File: src/fts_pkg.sv
// Package with field layout, codes and carrier types for the trap and system-error syndrome builder
package fts_pkg;

    // Width of the instruction-specific syndrome word
    localparam int SYN_W = 25;
    localparam int FP_EXC_N = 6;
    localparam int AET_W = 3;
    localparam int FAULT_STATUS_CODE_W = 6;
    localparam int IMPL_W = 24;

    // Floating-point trap encoding field positions
    localparam int FP_VALID_BIT = 23;
    localparam int VECTOR_ITERATION_FIELD_HI = 10;
    localparam int VECTOR_ITERATION_FIELD_LO = 8;
    localparam int IDF_BIT = 7;
    localparam int IXF_BIT = 4;
    localparam int UFF_BIT = 3;
    localparam int OFF_BIT = 2;
    localparam int DZF_BIT = 1;
    localparam int IOF_BIT = 0;

    // Index of each exception inside the six-bit occurred and enable vectors
    localparam int EXC_IDF = 5;
    localparam int EXC_IXF = 4;
    localparam int EXC_UFF = 3;
    localparam int EXC_OFF = 2;
    localparam int EXC_DZF = 1;
    localparam int EXC_IOF = 0;

    // System-error encoding field positions
    localparam int SE_SELECT_BIT = 24;
    localparam int SE_IMPLICIT_SYNC_FLAG_BIT = 13;
    localparam int AET_HI = 12;
    localparam int AET_LO = 10;
    localparam int EA_BIT = 9;
    localparam int FAULT_STATUS_CODE_HI = 5;
    localparam int FAULT_STATUS_CODE_LO = 0;

    // Fixed codes
    localparam logic [2:0] VECTOR_ITERATION_FIELD_NARROW_STATE = 3'h7;
    localparam logic [2:0] VECTOR_ITERATION_FIELD_WIDE_STATE = 3'h0;
    localparam logic [FAULT_STATUS_CODE_W-1:0] FAULT_STATUS_CODE_UNCATEGORIZED = 6'h00;
    localparam logic [FAULT_STATUS_CODE_W-1:0] FAULT_STATUS_CODE_ASYNC_SERROR = 6'h11;
    localparam logic [SYN_W-1:0] SYN_RESET = 25'h0000000;

    // Processor error state after the interrupt
    typedef enum logic [2:0] {
        uncontainable_state = 3'b000,
        unrecoverable_state = 3'b001,
        restartable_state = 3'b010,
        recoverable_state = 3'b011,
        corrected_state = 3'b110
    } fts_aet_e;

    // Which encoding the syndrome word holds
    typedef enum logic [1:0] {
        KIND_NONE = 2'b00,
        KIND_FP = 2'b01,
        KIND_SERROR = 2'b10
    } fts_kind_e;

    // Floating-point trap report from the execution pipe
    typedef struct packed {
        logic [FP_EXC_N-1:0] occurred;
        logic narrow_state;
        logic multi_lane;
    } fts_fp_req_s;

    // System-error report from the error-handling logic
    typedef struct packed {
        logic impl_syndrome_select;
        logic [IMPL_W-1:0] impl_syndrome;
        logic async_class;
        logic implicit_sync_taken;
        logic external_abort_class;
    } fts_se_req_s;

endpackage

File: src/fts_syndrome.sv
// Syndrome word builder for trapped floating-point exceptions and system-error interrupts
// Operation
// - Bit 23 flags whether the six floating-point exception flags are valid.
// - Multi-lane traps may clear the valid flag, or report valid flags.
// - Bits 10:8 read all ones for traps from the 32-bit state.
// - Bit 7 reports input-denormal occurrence when flags are valid.
// - Bit 4 reports inexact occurrence when flags are valid.
// - Bit 3 reports underflow occurrence when flags are valid.
// - Bit 2 reports overflow occurrence when flags are valid.
// - Bit 1 reports divide-by-zero occurrence when flags are valid.
// - Bit 0 reports invalid-operation occurrence when flags are valid.
// - A trap is taken only when an occurred exception has its enable set.
// - Bit 24 selects architected or implementation-defined content of bits 23:0.
// - Bit 13 marks implicit-sync errors taken immediately, only for asynchronous code.
// - Bits 12:10 give error state for asynchronous code, else zero.
// - Several errors in one interrupt report the combined overall error state.
// - Bit 9 gives the abort class for asynchronous code, else zero.
// - Software may assume no reset value for any syndrome field.
// - Bits 5:0 hold uncategorized or asynchronous system-error status code.
`timescale 1ns/1ps
module fts_syndrome
    import fts_pkg::*;
#(
    parameter int N_ERR = 4,
    parameter bit HAS_ERR_EXT = 1'b1,
    parameter bit HAS_IMPLICIT_SYNC = 1'b1,
    parameter bit MULTI_LANE_VALID = 1'b0
)
(
    input wire logic ref_clk, // Core clock, 20 MHz
    input wire logic srst, // Synchronous reset, active high
    input wire logic fp_req_pulse, // One-cycle floating-point exception report
    input fts_fp_req_s fp_req, // Occurred flags and state of the instruction
    input wire logic [FP_EXC_N-1:0] trap_enable, // Enables from the fp control register in use
    input wire logic se_req_pulse, // One-cycle system-error interrupt report
    input fts_se_req_s se_req, // System-error details
    input wire logic [N_ERR-1:0] err_valid, // Errors gathered into this interrupt
    input wire logic [N_ERR*AET_W-1:0] err_state, // Their individual states
    output logic fp_trap_taken, // Combinational: trap accepted this cycle
    output logic [SYN_W-1:0] syndrome_reg, // Last recorded syndrome word
    output fts_kind_e syndrome_kind_reg, // Encoding that the word holds
    output logic syndrome_strobe_reg, // One-cycle pulse when a new word lands
    output logic trap_flags_valid // Registered copy of the fp valid flag
);

    logic fp_hit;
    logic fp_take;
    logic se_take;
    logic flags_valid_w;
    fts_aet_e aet_combined;
    logic [SYN_W-1:0] fp_word_next;
    logic [SYN_W-1:0] se_word_next;
    logic [SYN_W-1:0] syndrome_next;
    fts_kind_e kind_next;
    logic trap_flags_valid_reg;

    // Only exceptions whose own enable is set can raise the trap
    assign fp_hit = fp_req_pulse && ((fp_req.occurred & trap_enable) != '0);

    // The system error wins a same-cycle clash; the fp trap is refused and shown by fp_trap_taken low,
    // so the pipe can replay the instruction rather than lose its report
    assign se_take = se_req_pulse;
    assign fp_take = fp_hit && !se_req_pulse;
    assign fp_trap_taken = fp_take;

    // Multi-lane traps report invalid flags unless the valid-flag option is built in
    assign flags_valid_w = !(fp_req.multi_lane && !MULTI_LANE_VALID);

    // Overall error state when several errors share one interrupt
    fts_aet_combine #(
        .N_ERR(N_ERR)
    ) u_aet_combine (
        .err_valid(err_valid),
        .err_state(err_state),
        .combined(aet_combined)
    );

    // Floating-point trap encoding; invalid flags are driven zero, a legal pick for an unknown value
    always_comb
    begin
        fp_word_next = '0;
        fp_word_next[FP_VALID_BIT] = flags_valid_w;
        // Wide-state value is unknown to software, zero keeps the word deterministic
        fp_word_next[VECTOR_ITERATION_FIELD_HI:VECTOR_ITERATION_FIELD_LO] = fp_req.narrow_state ? VECTOR_ITERATION_FIELD_NARROW_STATE
                                                                : VECTOR_ITERATION_FIELD_WIDE_STATE;
        if (flags_valid_w)
        begin
            fp_word_next[IDF_BIT] = fp_req.occurred[EXC_IDF];
            fp_word_next[IXF_BIT] = fp_req.occurred[EXC_IXF];
            fp_word_next[UFF_BIT] = fp_req.occurred[EXC_UFF];
            fp_word_next[OFF_BIT] = fp_req.occurred[EXC_OFF];
            fp_word_next[DZF_BIT] = fp_req.occurred[EXC_DZF];
            fp_word_next[IOF_BIT] = fp_req.occurred[EXC_IOF];
        end
    end

    // System-error encoding
    always_comb
    begin
        se_word_next = '0;
        if (se_req.impl_syndrome_select)
        begin
            se_word_next[SE_SELECT_BIT] = 1'b1;
            se_word_next[IMPL_W-1:0] = se_req.impl_syndrome;
        end
        else if (HAS_ERR_EXT)
        begin
            se_word_next[FAULT_STATUS_CODE_HI:FAULT_STATUS_CODE_LO] = se_req.async_class ? FAULT_STATUS_CODE_ASYNC_SERROR
                                                                : FAULT_STATUS_CODE_UNCATEGORIZED;
            if (se_req.async_class)
            begin
                se_word_next[SE_IMPLICIT_SYNC_FLAG_BIT] = HAS_IMPLICIT_SYNC && se_req.implicit_sync_taken;
                se_word_next[AET_HI:AET_LO] = aet_combined;
                se_word_next[EA_BIT] = se_req.external_abort_class;
            end
        end
    end

    // Choose the word to record
    always_comb
    begin
        syndrome_next = syndrome_reg;
        kind_next = syndrome_kind_reg;
        if (se_take)
        begin
            syndrome_next = se_word_next;
            kind_next = KIND_SERROR;
        end
        else if (fp_take)
        begin
            syndrome_next = fp_word_next;
            kind_next = KIND_FP;
        end
    end

    // Syndrome word and kind; cleared at reset only so the flops are defined, software must not rely on it
    always_ff @(posedge ref_clk)
    begin
        if (srst)
        begin
            syndrome_reg <= SYN_RESET;
            syndrome_kind_reg <= KIND_NONE;
        end
        else
        begin
            syndrome_reg <= syndrome_next;
            syndrome_kind_reg <= kind_next;
        end
    end

    // New-word strobe
    always_ff @(posedge ref_clk)
    begin
        if (srst)
        begin
            syndrome_strobe_reg <= 1'b0;
        end
        else
        begin
            syndrome_strobe_reg <= se_take || fp_take;
        end
    end

    // Valid flag mirror, held until the next fp word
    always_ff @(posedge ref_clk)
    begin
        if (srst)
        begin
            trap_flags_valid_reg <= 1'b0;
        end
        else if (fp_take)
        begin
            trap_flags_valid_reg <= flags_valid_w;
        end
    end
    assign trap_flags_valid = trap_flags_valid_reg;
endmodule // fts_syndrome

File: src/fts_aet_combine.sv
// Combines the states of several simultaneous errors into the overall processor error state
`timescale 1ns/1ps
module fts_aet_combine
    import fts_pkg::*;
#(
    parameter int N_ERR = 4
)
(
    input wire logic [N_ERR-1:0] err_valid, // One bit per pending error
    input wire logic [N_ERR*AET_W-1:0] err_state, // Packed states, entry i at bits 3i+2:3i
    output fts_aet_e combined // Worst state among valid entries
);

    logic [2:0] rank_w [N_ERR];

    // Severity rank per entry; reserved codes are treated as the worst case
    genvar gi;
    generate
        for (gi = 0; gi < N_ERR; gi++)
        begin : g_rank
            always_comb
            begin
                unique case (err_state[gi*AET_W +: AET_W])
                    3'b000: rank_w[gi] = 3'h5;
                    3'b001: rank_w[gi] = 3'h4;
                    3'b010: rank_w[gi] = 3'h3;
                    3'b011: rank_w[gi] = 3'h2;
                    3'b110: rank_w[gi] = 3'h1;
                    default: rank_w[gi] = 3'h5;
                endcase
                if (!err_valid[gi])
                begin
                    rank_w[gi] = 3'h0;
                end
            end
        end
    endgenerate

    // Pick the highest rank; with nothing pending report uncontainable, the safe reading
    always_comb
    begin
        logic [2:0] best;
        best = 3'h0;
        for (int i = 0; i < N_ERR; i++)
        begin
            if (rank_w[i] > best)
            begin
                best = rank_w[i];
            end
        end
        unique case (best)
            3'h1: combined = corrected_state;
            3'h2: combined = recoverable_state;
            3'h3: combined = restartable_state;
            3'h4: combined = unrecoverable_state;
            default: combined = uncontainable_state;
        endcase
    end

endmodule // fts_aet_combine

File: config.mk
export PLATFORM = sky130hd
export DESIGN_NAME = fts_syndrome
export DESIGN_NICKNAME = d
export VERILOG_FILES = /design/src/fts_pkg.sv /design/src/fts_syndrome.sv /design/src/fts_aet_combine.sv
export SDC_FILE = /design/constraint.sdc
export NUM_CORES = 1
export LEC_CHECK = 0
export BUFFER_PORTS_ARGS = -buffer_cell sky130_fd_sc_hd__buf_2
export CAP_MARGIN = 20
export CORE_MARGIN = 8
export CORE_UTILIZATION = 40
export CTS_CLUSTER_DIAMETER = 150
export CTS_CLUSTER_SIZE = 12
export DETAILED_ROUTE_END_ITERATION = 16
export PLACE_DENSITY = 0.86
export SLEW_MARGIN = 30
export SYNTH_ARGS = -nofsm -noshare
export SYNTH_HDL_FRONTEND = slang
export SYNTH_SLANG_ARGS = --single-unit
File: constraint.sdc
create_clock -name ref_clk -period 4 [get_ports ref_clk]
set_input_delay 0.4 -clock ref_clk [delete_from_list [all_inputs] [get_ports ref_clk]]
set_output_delay 0.4 -clock ref_clk [all_outputs]
set_load 0.005 [all_outputs]
# After elaboration in Yosys (flattened, before gate mapping)
# Index checks and enable logic that the tools add are counted.
# word_totals
mem_bits_ro	0
latch_bits	0
memories	0
ram_bits	0
regBits	29
output_inout_bits	30
in_bits	62
wordCells	64
# classes
div	0
eq_ne	20
magnitude_cmp	4
mux	26
addsub	0
shifts	0
bitwise	1
n_reduce_logical	8
n_mul	0
# ops
cell	count
$pmux 3 s4	5
$mux 25	2
$eq 3x2->1 const B	10
$mux 3	10
$mux 5	4
$eq 3x1->1 const B	5
$eq 3x3->1 const B	5
$mux 11	1
$gt 3x3->1	3
$and 6x6->6	1
$mux 6	1
$reduce_bool 6->1	1
$mux 2	2
$gt 3x1->1 const B	1
$logic_and 1x1->1	2
$logic_not 1->1	2
$reduce_bool 2->1	1
$reduce_or 2->1	1
$logic_or 1x1->1	1
$mux 1	1

# Logic depth before layout (Yosys ltp)
# Gate-level depths: netlist (run 1).
# depth
depth_word	16
depth_mapped	20
ltp_nobuf	20

# Modules after synthesis
# Synthesis (run 1) repeated with hierarchy kept, for this count alone.
# hier_totals
hier_cells	182
area_unflattened_um2	1671.6
# modules_own_cells
module	n_inst	cells_per_inst	seq_area_each_um2	area_per_inst_um2
fts_syndrome	1	111	580.6	1183.6
fts_aet_combine	1	71	0.0	488.0

# Least setup slack after synthesis (run 1)
# No wires, ideal clock.
# synth_path
path_type	input port to flip-flop
from	in err_state[1]
to	reg syndrome_reg[10]
arrival_time_ps	3740
path_stages	17
setup_time_ps	124
path_buffers	0
t_required_ps	3876
path_slack_ps	136
cell_sequence	a21bo_2 nand2_1 ha_1 nand3b_1 a221o_2 and2_1 ha_1 a21oi_1 a32o_1 o21ai_0 ha_1 nand3b_1 a32o_1 and2_1 a221o_1 xnor2_1 o22ai_1
# synth_via
elab_chain_len	16
elab_cells_between_ends	22
classes_between	order compare (4); eq/ne (8); mux (10)
# synth_lines
item	line_no	rtl
start, declared	fts_syndrome.sv:38	input wire logic [N_ERR*AET_W-1:0] err_state,
$eq 3x3->1, or another cell as far along	fts_aet_combine.sv:23	unique case (err_state[gi*AET_W +: AET_W])
$pmux 3 s4 *	fts_aet_combine.sv:23	
$mux 3 *	fts_aet_combine.sv:31	if (!err_valid[gi])
$gt 3x1->1	fts_aet_combine.sv:46	if (rank_w[i] > best)
$mux 3 *	fts_aet_combine.sv:46	
$gt 3x3->1	fts_aet_combine.sv:46	
$mux 3 *	fts_aet_combine.sv:46	
$gt 3x3->1	fts_aet_combine.sv:46	
$mux 3 *	fts_aet_combine.sv:46	
$gt 3x3->1	fts_aet_combine.sv:46	
$mux 3 *	fts_aet_combine.sv:46	
$eq 3x3->1, or another cell as far along	fts_aet_combine.sv:51	unique case (best)
$pmux 3 s4 *	fts_aet_combine.sv:51	
$mux 5 *	fts_syndrome.sv:110	if (se_req.async_class)
$mux 5 *	fts_syndrome.sv:101	if (se_req.impl_syndrome_select)
$mux 25 *	fts_syndrome.sv:124	if (se_take)
end signal, assigned	fts_syndrome.sv:146	syndrome_reg <= syndrome_next;
end, declared	fts_syndrome.sv:40	output logic [SYN_W-1:0] syndrome_reg,
# Mark *: on every way between the ends. The rest lies on a longest branch, timed or not.
# A chain may end at the register's enable or synchronous reset.

# Final worst setup path (run 1)
# Same ends and word-level chain as after synthesis.

==> results.ini, run 1 <==
[status]
status = finished, final reports clean

[logic_synthesis]
synth_enable_flop_cells = 0
synth_cell_types = 39
async_flop_share_pct = 0
synth.cell_area_mm2 = 0.00162
synth_area_leaders = dfxtp_1 36%, nor2_1 8.3%, a22oi_1 7.4%
synth-main-ff-cell = dfxtp_1
seq_area_frac_synth_pct = 35.9
synth_seq_cells = 29
synth_common_cells = 36 x nor2_1, 29 x dfxtp_1, 16 x a22oi_1, 14 x a21oi_1, 13 x nand2_1
synth.most_common_cell = nor2_1
synth_fp_nets = 270
avgSynthCellArea_um2 = 8.14
synth_top_area_cell = dfxtp_1
ys.warnings.count = 0
postSynthCellCount = 199
post-synth-top-area-fraction_pct = 35.9

[critical_path]
worstSetupPathType = in -> reg
crit_buf_inv = 1
r2r_start = syndrome_reg[13]
path_depth = 19
cp_cell_sequence = buf_2 > a21bo_2 > nand2_2 > ha_4 > nand3b_1 > a221o_2 > and2_4 > ha_4 > nand3b_1 > a32o_2 > nor2_1 > a21oi_1 > ha_1 > nand3b_1 > a32o_2 > and2_4 > a221o_1 > xnor2_1 > o22ai_1
endpoint_kind = flop
ff2ff_path_depth = 2
cp.arrival_ns = 3.96
endpoint = syndrome_reg[10]
critPathSlowestCell = a221o_2
cpMostUsedCell = nand3b_1
r2r_slack_ns = 3.21
cp_top_family = compound AO/OA/AOI/OAI gates
worst-path-max-fanout = 5
crit_path_start_kind = input pin
worstPathRequired_ns = 4.14
setup.worst_path.start = err_state[1]
max_stage_delay_ns = 0.40
worstReg2RegEnd = syndrome_reg[13]

[clock_network]
cts-root-buf = clkbuf_8
cts_hold_buf = 0
clockBufferDepth = 2
htree_levels = 2
numCtsBuffers = 5
path_clk_slew_ns = 0.06
cts_sinks = 29
cts_tree = yes
clkLatencyLatePin_ns = 0.27

[final_layout]
largest_reg_flops = 25
seq_area_um2 = 581
area_growth_pct = 44.9
multiInputGateArea_mm2 = 0.00103
final_nets = 371
diodes = 0
fin_util_pct = 59.5
fillers = 367
drive_above_1_share_pct = 43.7

[global_routing]
grt_pass1_vias = 1803
antenna_found_initial = 0
grt_overflow = 0
grt_max_degree = 31
grtUsageTotal_pct = 15.1
grt_pass1_wl_um = 7830

[job]
cap_violations = 0

[sta]
setup_viol = 0
skew_ns = 0
hold_viol = 0
worst_pin_slew_ns = 0.833
fmax_mhz = 262
maxSlewViolCount = 0
fin_crit_ns = 3.82
slew_headroom_pct = 44.5
worst_hold_slack_ns = 0.325
fin_ws_ns = 0.178
min_period_over_period_pct = 95.6

[drt]
vias_per_cell = 5.34
dr.pass1.iters = 4
final_antenna_net_count = 0
drt_iter0_markers = 72
vias = 1869
routed_wl_um = 5200
drc_errors = 0
wl_per_cell_um = 14.8

[placed_design]
io_buffers = 91
place_hpwl_um = 4020
pre_cts_slack_ns = -0.220
routabilityCongestion = 0.823

[hold_path]
worstHoldPathType = in -> reg
hold-path-cell-count = 2

[floorplan]
ios = 92
core_mm2 = 0.00394
die_h_um = 79.6
start_util_pct = 41.1
die_w_um = 79.6
design.die.area_mm2 = 0.00634
row_count = 23

[power]
ir_worst_vdd_mv = 0.268
power.density_mw_per_mm2 = 369
p_leak_nw = 1.17

stage by stage:
stage	setup TNS, ns	power [mW]	area [um2]	cells
after floorplan	0	0.496	1620	199
after global placement	-0.0858	0.583	2160	340
after detailed placement	-0.559	0.595	2160	340
after CTS	0	0.835	2250	347
after global routing	-0.0478	0.923	2350	350
final	0	0.865	2350	350
worst min-delay path by stage:
| stage | startpoint | endpoint | slack (ns) |
|---|---|---|---|
| after floorplan | syndrome_kind_reg[1] | syndrome_kind_reg[1] | 0.48 |
| after global placement | syndrome_reg[24] | syndrome_reg[24] | 0.46 |
| after detailed placement | syndrome_kind_reg[1] | syndrome_kind_reg[1] | 0.48 |
| after CTS | fp_req[0] | trap_flags_valid | 0.32 |
| after global routing | fp_req[0] | trap_flags_valid | 0.33 |
| final | fp_req[0] | trap_flags_valid | 0.32 |
kinds of logic after synthesis:
logic type | count (synthesis) | synth area share, %
buffers and inverters | 21 | 5.64
adders and majority gates | 9 | 6.96
AOI/OAI and AO/OA | 63 | 28.6
and+or+nand+nor | 74 | 20.9
muxes | 2 | 1.55
xor gates and xnor gates | 1 | 0.541
DFF | 29 | 35.9
power by group:
| part | leakage, nW | internal [mW] | switching [mW] |
|---|---|---|---|
| logic | 0.887 | 0.158 | 0.153 |
| clock network | 0.0443 | 0.136 | 0.104 |
| registers | 0.238 | 0.307 | 0.00776 |
| total | 1.17 | 0.601 | 0.264 |
routing by layer:
| metal | track usage, % | vias to the layer above | part of all wire [%] |
|---|---|---|---|
| met4 | 6.11 | 0 | 2.1 |
| met2 | 26.7 | 65 | 52 |
| met3 | 4.50 | 10 | 8.1 |
| met5 | 0 | - | 0 |
| met1 | 16.2 | 863 | 38 |
| li1 | - | 931 | - |
what timing repair did:
action | in CTS | in global routing
endpoints found under the setup margin | 0 | 3
gates resized for setup | 0 | 18
setup buffers | 0 | 3
cell usage in the layout (no fill, tap or decap), drive strengths merged, types with 3 or more instances in the layout:
master,instances
a211oi,3
a21boi,3
a21oi,15
a221oi,8
a22oi,16
and2,4
buf,103
clkbuf,7
dfxtp,29
ha,9
inv,12
nand2,13
nand3b,3
nor2,36
nor3,9
o21ai,5
layout make-up:
type                            count  area share (%)
Multi-Input combinational cell    149            43.7
Sequential cell                    29            24.7
Timing Repair Buffer              103            23.3
Clock buffer                        7            3.68
Tap cell                           50            2.67
Inverter                           12            1.92
Power figures use the tool's default switching activity.
==> run 2, diff against run 1 <==
--- a/config.mk
+++ b/config.mk
@@ -5,14 +5,17 @@
 export SDC_FILE = /design/constraint.sdc
 export NUM_CORES = 1
 export LEC_CHECK = 0
+export ABC_AREA = 1
 export BUFFER_PORTS_ARGS = -buffer_cell sky130_fd_sc_hd__buf_2
 export CAP_MARGIN = 20
+export CELL_PAD_IN_SITES_DETAIL_PLACEMENT = 2
+export CELL_PAD_IN_SITES_GLOBAL_PLACEMENT = 2
 export CORE_MARGIN = 8
-export CORE_UTILIZATION = 40
+export CORE_UTILIZATION = 20
 export CTS_CLUSTER_DIAMETER = 150
 export CTS_CLUSTER_SIZE = 12
 export DETAILED_ROUTE_END_ITERATION = 16
-export PLACE_DENSITY = 0.86
+export PLACE_DENSITY = 0.84
 export SLEW_MARGIN = 30
 export SYNTH_ARGS = -nofsm -noshare
 export SYNTH_HDL_FRONTEND = slang
==> run 2 against run 1 <==
- worst hold slack gained 0.052 ns
- via count grew 16%
- combinational power grew 7.7%
- clock skew is the same
- final area grew 4.5%
- largest cell class unchanged
==> results.ini, run 2 <==
[final_layout]
diodes = 0
drive_above_1_share_pct = 33.0
seq_area_um2 = 581
layout_common_cells = 93 x nand2_1, 91 x buf_2, 29 x dfxtp_1, 26 x inv_1, 24 x nand3_1
final_nets = 435
area_growth_pct = 37.3
final_cells = 472
final_common_cell = nand2_1
fin_util_pct = 28.3
fillers = 1061
multiInputGateArea_mm2 = 0.00109
final_cell_area_mm2 = 0.00245
largest_reg_flops = 25

[critical_path]
critPathSlowestCell = ha_2
ff2ff_path_depth = 4
cpMostUsedCell = nand2_1
worst-path-max-fanout = 5
worstSetupPathType = in -> reg
worstPathRequired_ns = 4.21
setup.worst_path.start = err_state[5]
cp_top_family = simple AND/OR/NAND/NOR gates
max_stage_delay_ns = 0.37
worstReg2RegEnd = syndrome_reg[11]
crit_path_start_kind = input pin
r2r_slack_ns = 3.27
r2r_start = syndrome_reg[11]
path_depth = 28
endpoint = syndrome_reg[11]
cp.arrival_ns = 3.81
crit_buf_inv = 4
endpoint_kind = flop

[logic_synthesis]
synth_enable_flop_cells = 0
postSynthCellCount = 272
seq_area_frac_synth_pct = 32.5
post-synth-top-area-fraction_pct = 32.5
synth_cell_types = 33
synth_common_cells = 93 x nand2_1, 29 x dfxtp_1, 26 x inv_1, 25 x nand3_1, 23 x a21oi_1
async_flop_share_pct = 0
synth.cell_area_mm2 = 0.00179
synth_seq_cells = 29
synth.most_common_cell = nand2_1
synth_area_leaders = dfxtp_1 32%, nand2_1 20%, nand3_1 7.0%
avgSynthCellArea_um2 = 6.57
synth-main-ff-cell = dfxtp_1
synth_top_area_cell = dfxtp_1
synth_fp_nets = 343
ys.warnings.count = 0

[power]
ir_worst_vdd_mv = 0.110
p_leak_nw = 1.28
power_mw = 0.886
power.density_mw_per_mm2 = 361

[global_routing]
antenna_found_initial = 0
grt_max_degree = 24
grt_overflow = 0
grt_pass1_wl_um = 11800
grtUsageTotal_pct = 11.5
grt_pass1_vias = 2412

[floorplan]
design.die.area_mm2 = 0.0122
die_w_um = 111
core_mm2 = 0.00868
row_count = 34
ios = 92
start_util_pct = 20.6
die_h_um = 111

[drt]
final_antenna_net_count = 0
routed_wl_um = 7010
drt_iter0_markers = 36
vias = 2159
drc_errors = 0
dr.pass1.iters = 4
vias_per_cell = 4.57
wl_per_cell_um = 14.8

[sta]
setup_viol = 0
worst_hold_slack_ns = 0.377
slew_headroom_pct = 48.3
worst_pin_slew_ns = 0.775
fmax_mhz = 277
maxSlewViolCount = 0
rsz0062_at_grt = no
hold_viol = 0
skew_ns = 0
min_period_over_period_pct = 90.2
fin_crit_ns = 3.61

[clock_network]
cts_sinks = 29
cts.repair.resized = 0
numCtsBuffers = 5
cts-root-buf = clkbuf_8
cts_hold_buf = 0
htree_levels = 2
cts_tree = yes
post-cts-setup-buffers = 0
clockBufferDepth = 2
path_clk_slew_ns = 0.06
clkLatencyLatePin_ns = 0.27

[placed_design]
dp_cells = 465
place_hpwl_um = 6030
placed_cell_area_mm2 = 0.00234
io_buffers = 91
routabilityCongestion = 0.814

[status]
status = finished, final reports clean

[job]
cap_violations = 0

[hold_path]
worstHoldPathType = in -> reg

==> run 2: cell types whose count changed after synthesis, sizes merged, moves of 5 or more <==
cell,change
a221oi,-7
o21ai,+6
a22oi,-14
a31oi,+5
a21oi,+10
nor2,-18
nor3,-8
nand3,+24
inv,+16
nand2,+86
==> run 2: metrics by stage <==
step / setup WS, ns / setup TNS (ns)
2_1_floorplan: 0.472 / 0
3_3_place_gp: 0.163 / 0
5_1_grt: 0.0379 / 0
6_report: 0.392 / 0
3_5_place_dp: -0.0788 / -0.165
4_1_cts: 0.203 / 0
==> run 2: cell type report <==
type,instances,share of cell area (%)
tap,108,5.51
inverter,28,4.39
sequential,29,23.7
clock buffer,7,3.52
timing repair buffer,91,18.6
multi-input combinational,209,44.3
==> run 2: routing by layer <==
| layer | up-vias | wire (um) | track usage (%) |
|---|---|---|---|
| li1 | 1075 | - | - |
| met1 | 1022 | 2840 | 11.9 |
| met2 | 56 | 3700 | 21.8 |
| met3 | 6 | 370 | 2.92 |
| met4 | 0 | 89 | 3.51 |
| met5 | - | 0 | 0 |
==> run 2: cell families after synthesis <==
kind of cell / after synthesis / synth area share, %
AND/OR/NAND/NOR: 151 / 37.1
adder cells (fa/ha/maj): 9 / 6.30
buffers and inverters: 34 / 8.19
AO/OA/AOI/OAI: 49 / 15.9
flip-flops: 29 / 32.5
==> run 2: report_power, final <==
group	internal [mW]	leakage [nW]	switching, mW
clock	0.136	0.0443	0.0996
combinational	0.128	0.998	0.207
sequential	0.307	0.238	0.00833
total	0.571	1.28	0.315
==> run 2: worst register-to-register path, cell delays in order (launching register included) <==
cell	delay, ns
dfxtp_1	0.31
nand2_1	0.06
nand2_1	0.06
nor2_2	0.11
a21oi_2	0.05
==> run 2: how the worst min path moves through the flow <==
stage | depth (start not counted) | start | end | slack, ns
floorplan | 2 | syndrome_reg[9] | syndrome_reg[9] | 0.46
global placement | 2 | syndrome_reg[19] | syndrome_reg[19] | 0.45
detailed placement | 2 | syndrome_reg[15] | syndrome_reg[15] | 0.46
CTS | 3 | se_req[18] | syndrome_reg[15] | 0.37
global route | 3 | se_req[22] | syndrome_reg[19] | 0.38
finish | 3 | se_req[18] | syndrome_reg[15] | 0.38
==> run 3, diff against run 2 <==
--- a/config.mk
+++ b/config.mk
@@ -8,14 +8,13 @@
 export ABC_AREA = 1
 export BUFFER_PORTS_ARGS = -buffer_cell sky130_fd_sc_hd__buf_2
 export CAP_MARGIN = 20
-export CELL_PAD_IN_SITES_DETAIL_PLACEMENT = 2
-export CELL_PAD_IN_SITES_GLOBAL_PLACEMENT = 2
 export CORE_MARGIN = 8
-export CORE_UTILIZATION = 20
+export CORE_UTILIZATION = 41
 export CTS_CLUSTER_DIAMETER = 150
 export CTS_CLUSTER_SIZE = 12
 export DETAILED_ROUTE_END_ITERATION = 16
-export PLACE_DENSITY = 0.84
+export GPL_TIMING_DRIVEN = 1
+export PLACE_DENSITY = 0.85
 export SLEW_MARGIN = 30
 export SYNTH_ARGS = -nofsm -noshare
 export SYNTH_HDL_FRONTEND = slang
==> run 3 against run 2 <==
- combinational power fell by 4%
- clock skew unchanged
- sequential cell count stayed put
- largest cell class unchanged
- register-to-register slack got worse by 0.02 ns
- critical path depth unchanged
- sequential power is essentially flat
- fmax fell by 3.7%
==> results.ini, run 3 (synthesis gave the netlist of run 2 again) <==
[status]
status = finished, final reports clean

[floorplan]
die_w_um = 82.0
ios = 92
start_util_pct = 41.9
design.die.area_mm2 = 0.00673
row_count = 24
die_h_um = 82.0
core_mm2 = 0.00426

[clock_network]
path_clk_slew_ns = 0.06
htree_levels = 2
clkLatencyLatePin_ns = 0.28
numCtsBuffers = 5
cts_hold_buf = 0
cts-root-buf = clkbuf_8
cts_tree = yes
clockBufferDepth = 2
cts_sinks = 29

[drt]
met3_length_um = 412
final_antenna_net_count = 0
wl_per_cell_um = 12.7
dr.pass1.iters = 4
drc_errors = 0
top_layer_used = met4
m1WireLength_um = 2080
vias_per_cell = 4.93
drt_iter0_markers = 107
vias = 2059
routed_wl_um = 5320
wl_met2_um = 2720

[placed_design]
routabilityCongestion = 0.900
place_hpwl_um = 4230
placed_cell_area_mm2 = 0.00227
pre_cts_slack_ns = 0.0255
io_buffers = 91

[power]
power_mw = 0.899
power.density_mw_per_mm2 = 377
p_leak_nw = 1.29
ir_worst_vdd_mv = 0.197

[sta]
worst_hold_slack_ns = 0.364
slew_headroom_pct = 52.0
hold_viol = 0
skew_ns = 0
fmax_mhz = 267
fin_ws_ns = 0.255
min_period_over_period_pct = 93.6
setup_viol = 0
worst_pin_slew_ns = 0.719
maxSlewViolCount = 0
fin_crit_ns = 3.74

[final_layout]
final_nets = 436
multiInputGateArea_mm2 = 0.00106
final_cell_area_mm2 = 0.00238
area_growth_pct = 33.3
layout_common_cells = 93 x nand2_1, 91 x buf_2, 29 x dfxtp_1, 26 x inv_1, 25 x nand3_1
seq_area_um2 = 581
final_common_cell = nand2_1
drive_above_1_share_pct = 32.2
fillers = 415
diodes = 0
fin_util_pct = 55.8
largest_reg_flops = 25

[global_routing]
grt_pass1_vias = 1928
antenna_found_initial = 0
grt_max_degree = 24
grtUsageTotal_pct = 15.3
grt_pass1_wl_um = 8270
grt_overflow = 0

[critical_path]
cpMostUsedCell = nand2_1
worstPathRequired_ns = 4.17
max_stage_delay_ns = 0.35
worst-path-max-fanout = 5
crit_path_start_kind = input pin
endpoint_kind = flop
crit_buf_inv = 4
cp.arrival_ns = 3.91
critPathSlowestCell = ha_1
worstSetupPathType = in -> reg
cp_top_family = simple AND/OR/NAND/NOR gates

[job]
cap_violations = 0

[hold_path]
worstHoldPathType = in -> reg

-- run 3: routing by layer --
layer,up-vias,track usage (%)
met1,906,16.8
met4,0,6.49
li1,1074,-
met3,9,2.41
met2,70,28.3
met5,-,0
-- run 3: power by group --
part / internal, mW / switching [mW]
Sequential: 0.307 / 0.00789
Clock: 0.155 / 0.109
Combinational: 0.126 / 0.194
-- run 3: final cells by class --
| class | instances | area share, % |
|---|---|---|
| Clock inverter | 1 | 0.210 |
| Timing Repair Buffer | 92 | 19.4 |
| Clock buffer | 7 | 4.05 |
| Sequential cell | 29 | 24.4 |
| Multi-Input combinational cell | 209 | 44.7 |
| Tap cell | 52 | 2.73 |
| Inverter | 28 | 4.52 |
-- run 3: final timing paths --
kind,start,to,slack (ns),depth (start not counted)
setup / recovery,err_state[5],syndrome_reg[12],0.26,28
hold / removal,se_req[23],syndrome_reg[20],0.36,3
setup reg to reg,syndrome_reg[11],syndrome_reg[11],3.25,4
hold reg to reg,syndrome_reg[14],syndrome_reg[14],0.46,2
-- run 3: worst register-to-register path, cell delays in order, from the launching register on --
cell and delay (ns):
dfxtp_1 0.32, nand2_1 0.07, nand2_1 0.07, nor2_2 0.12, a21oi_2 0.05
-- run 3: stage by stage --
step | cells | TNS, ns
finish | 418 | 0
global route | 418 | -0.0469
CTS | 417 | 0
detailed placement | 409 | 0
global placement | 409 | 0
floorplan | 272 | 0
-- run 3: repair_timing --
| item | CTS | global route |
|---|---|---|
| endpoints found under the setup margin | 0 | 3 |
| resized for setup | 0 | 1 |
| buffers inserted | 0 | 1 |
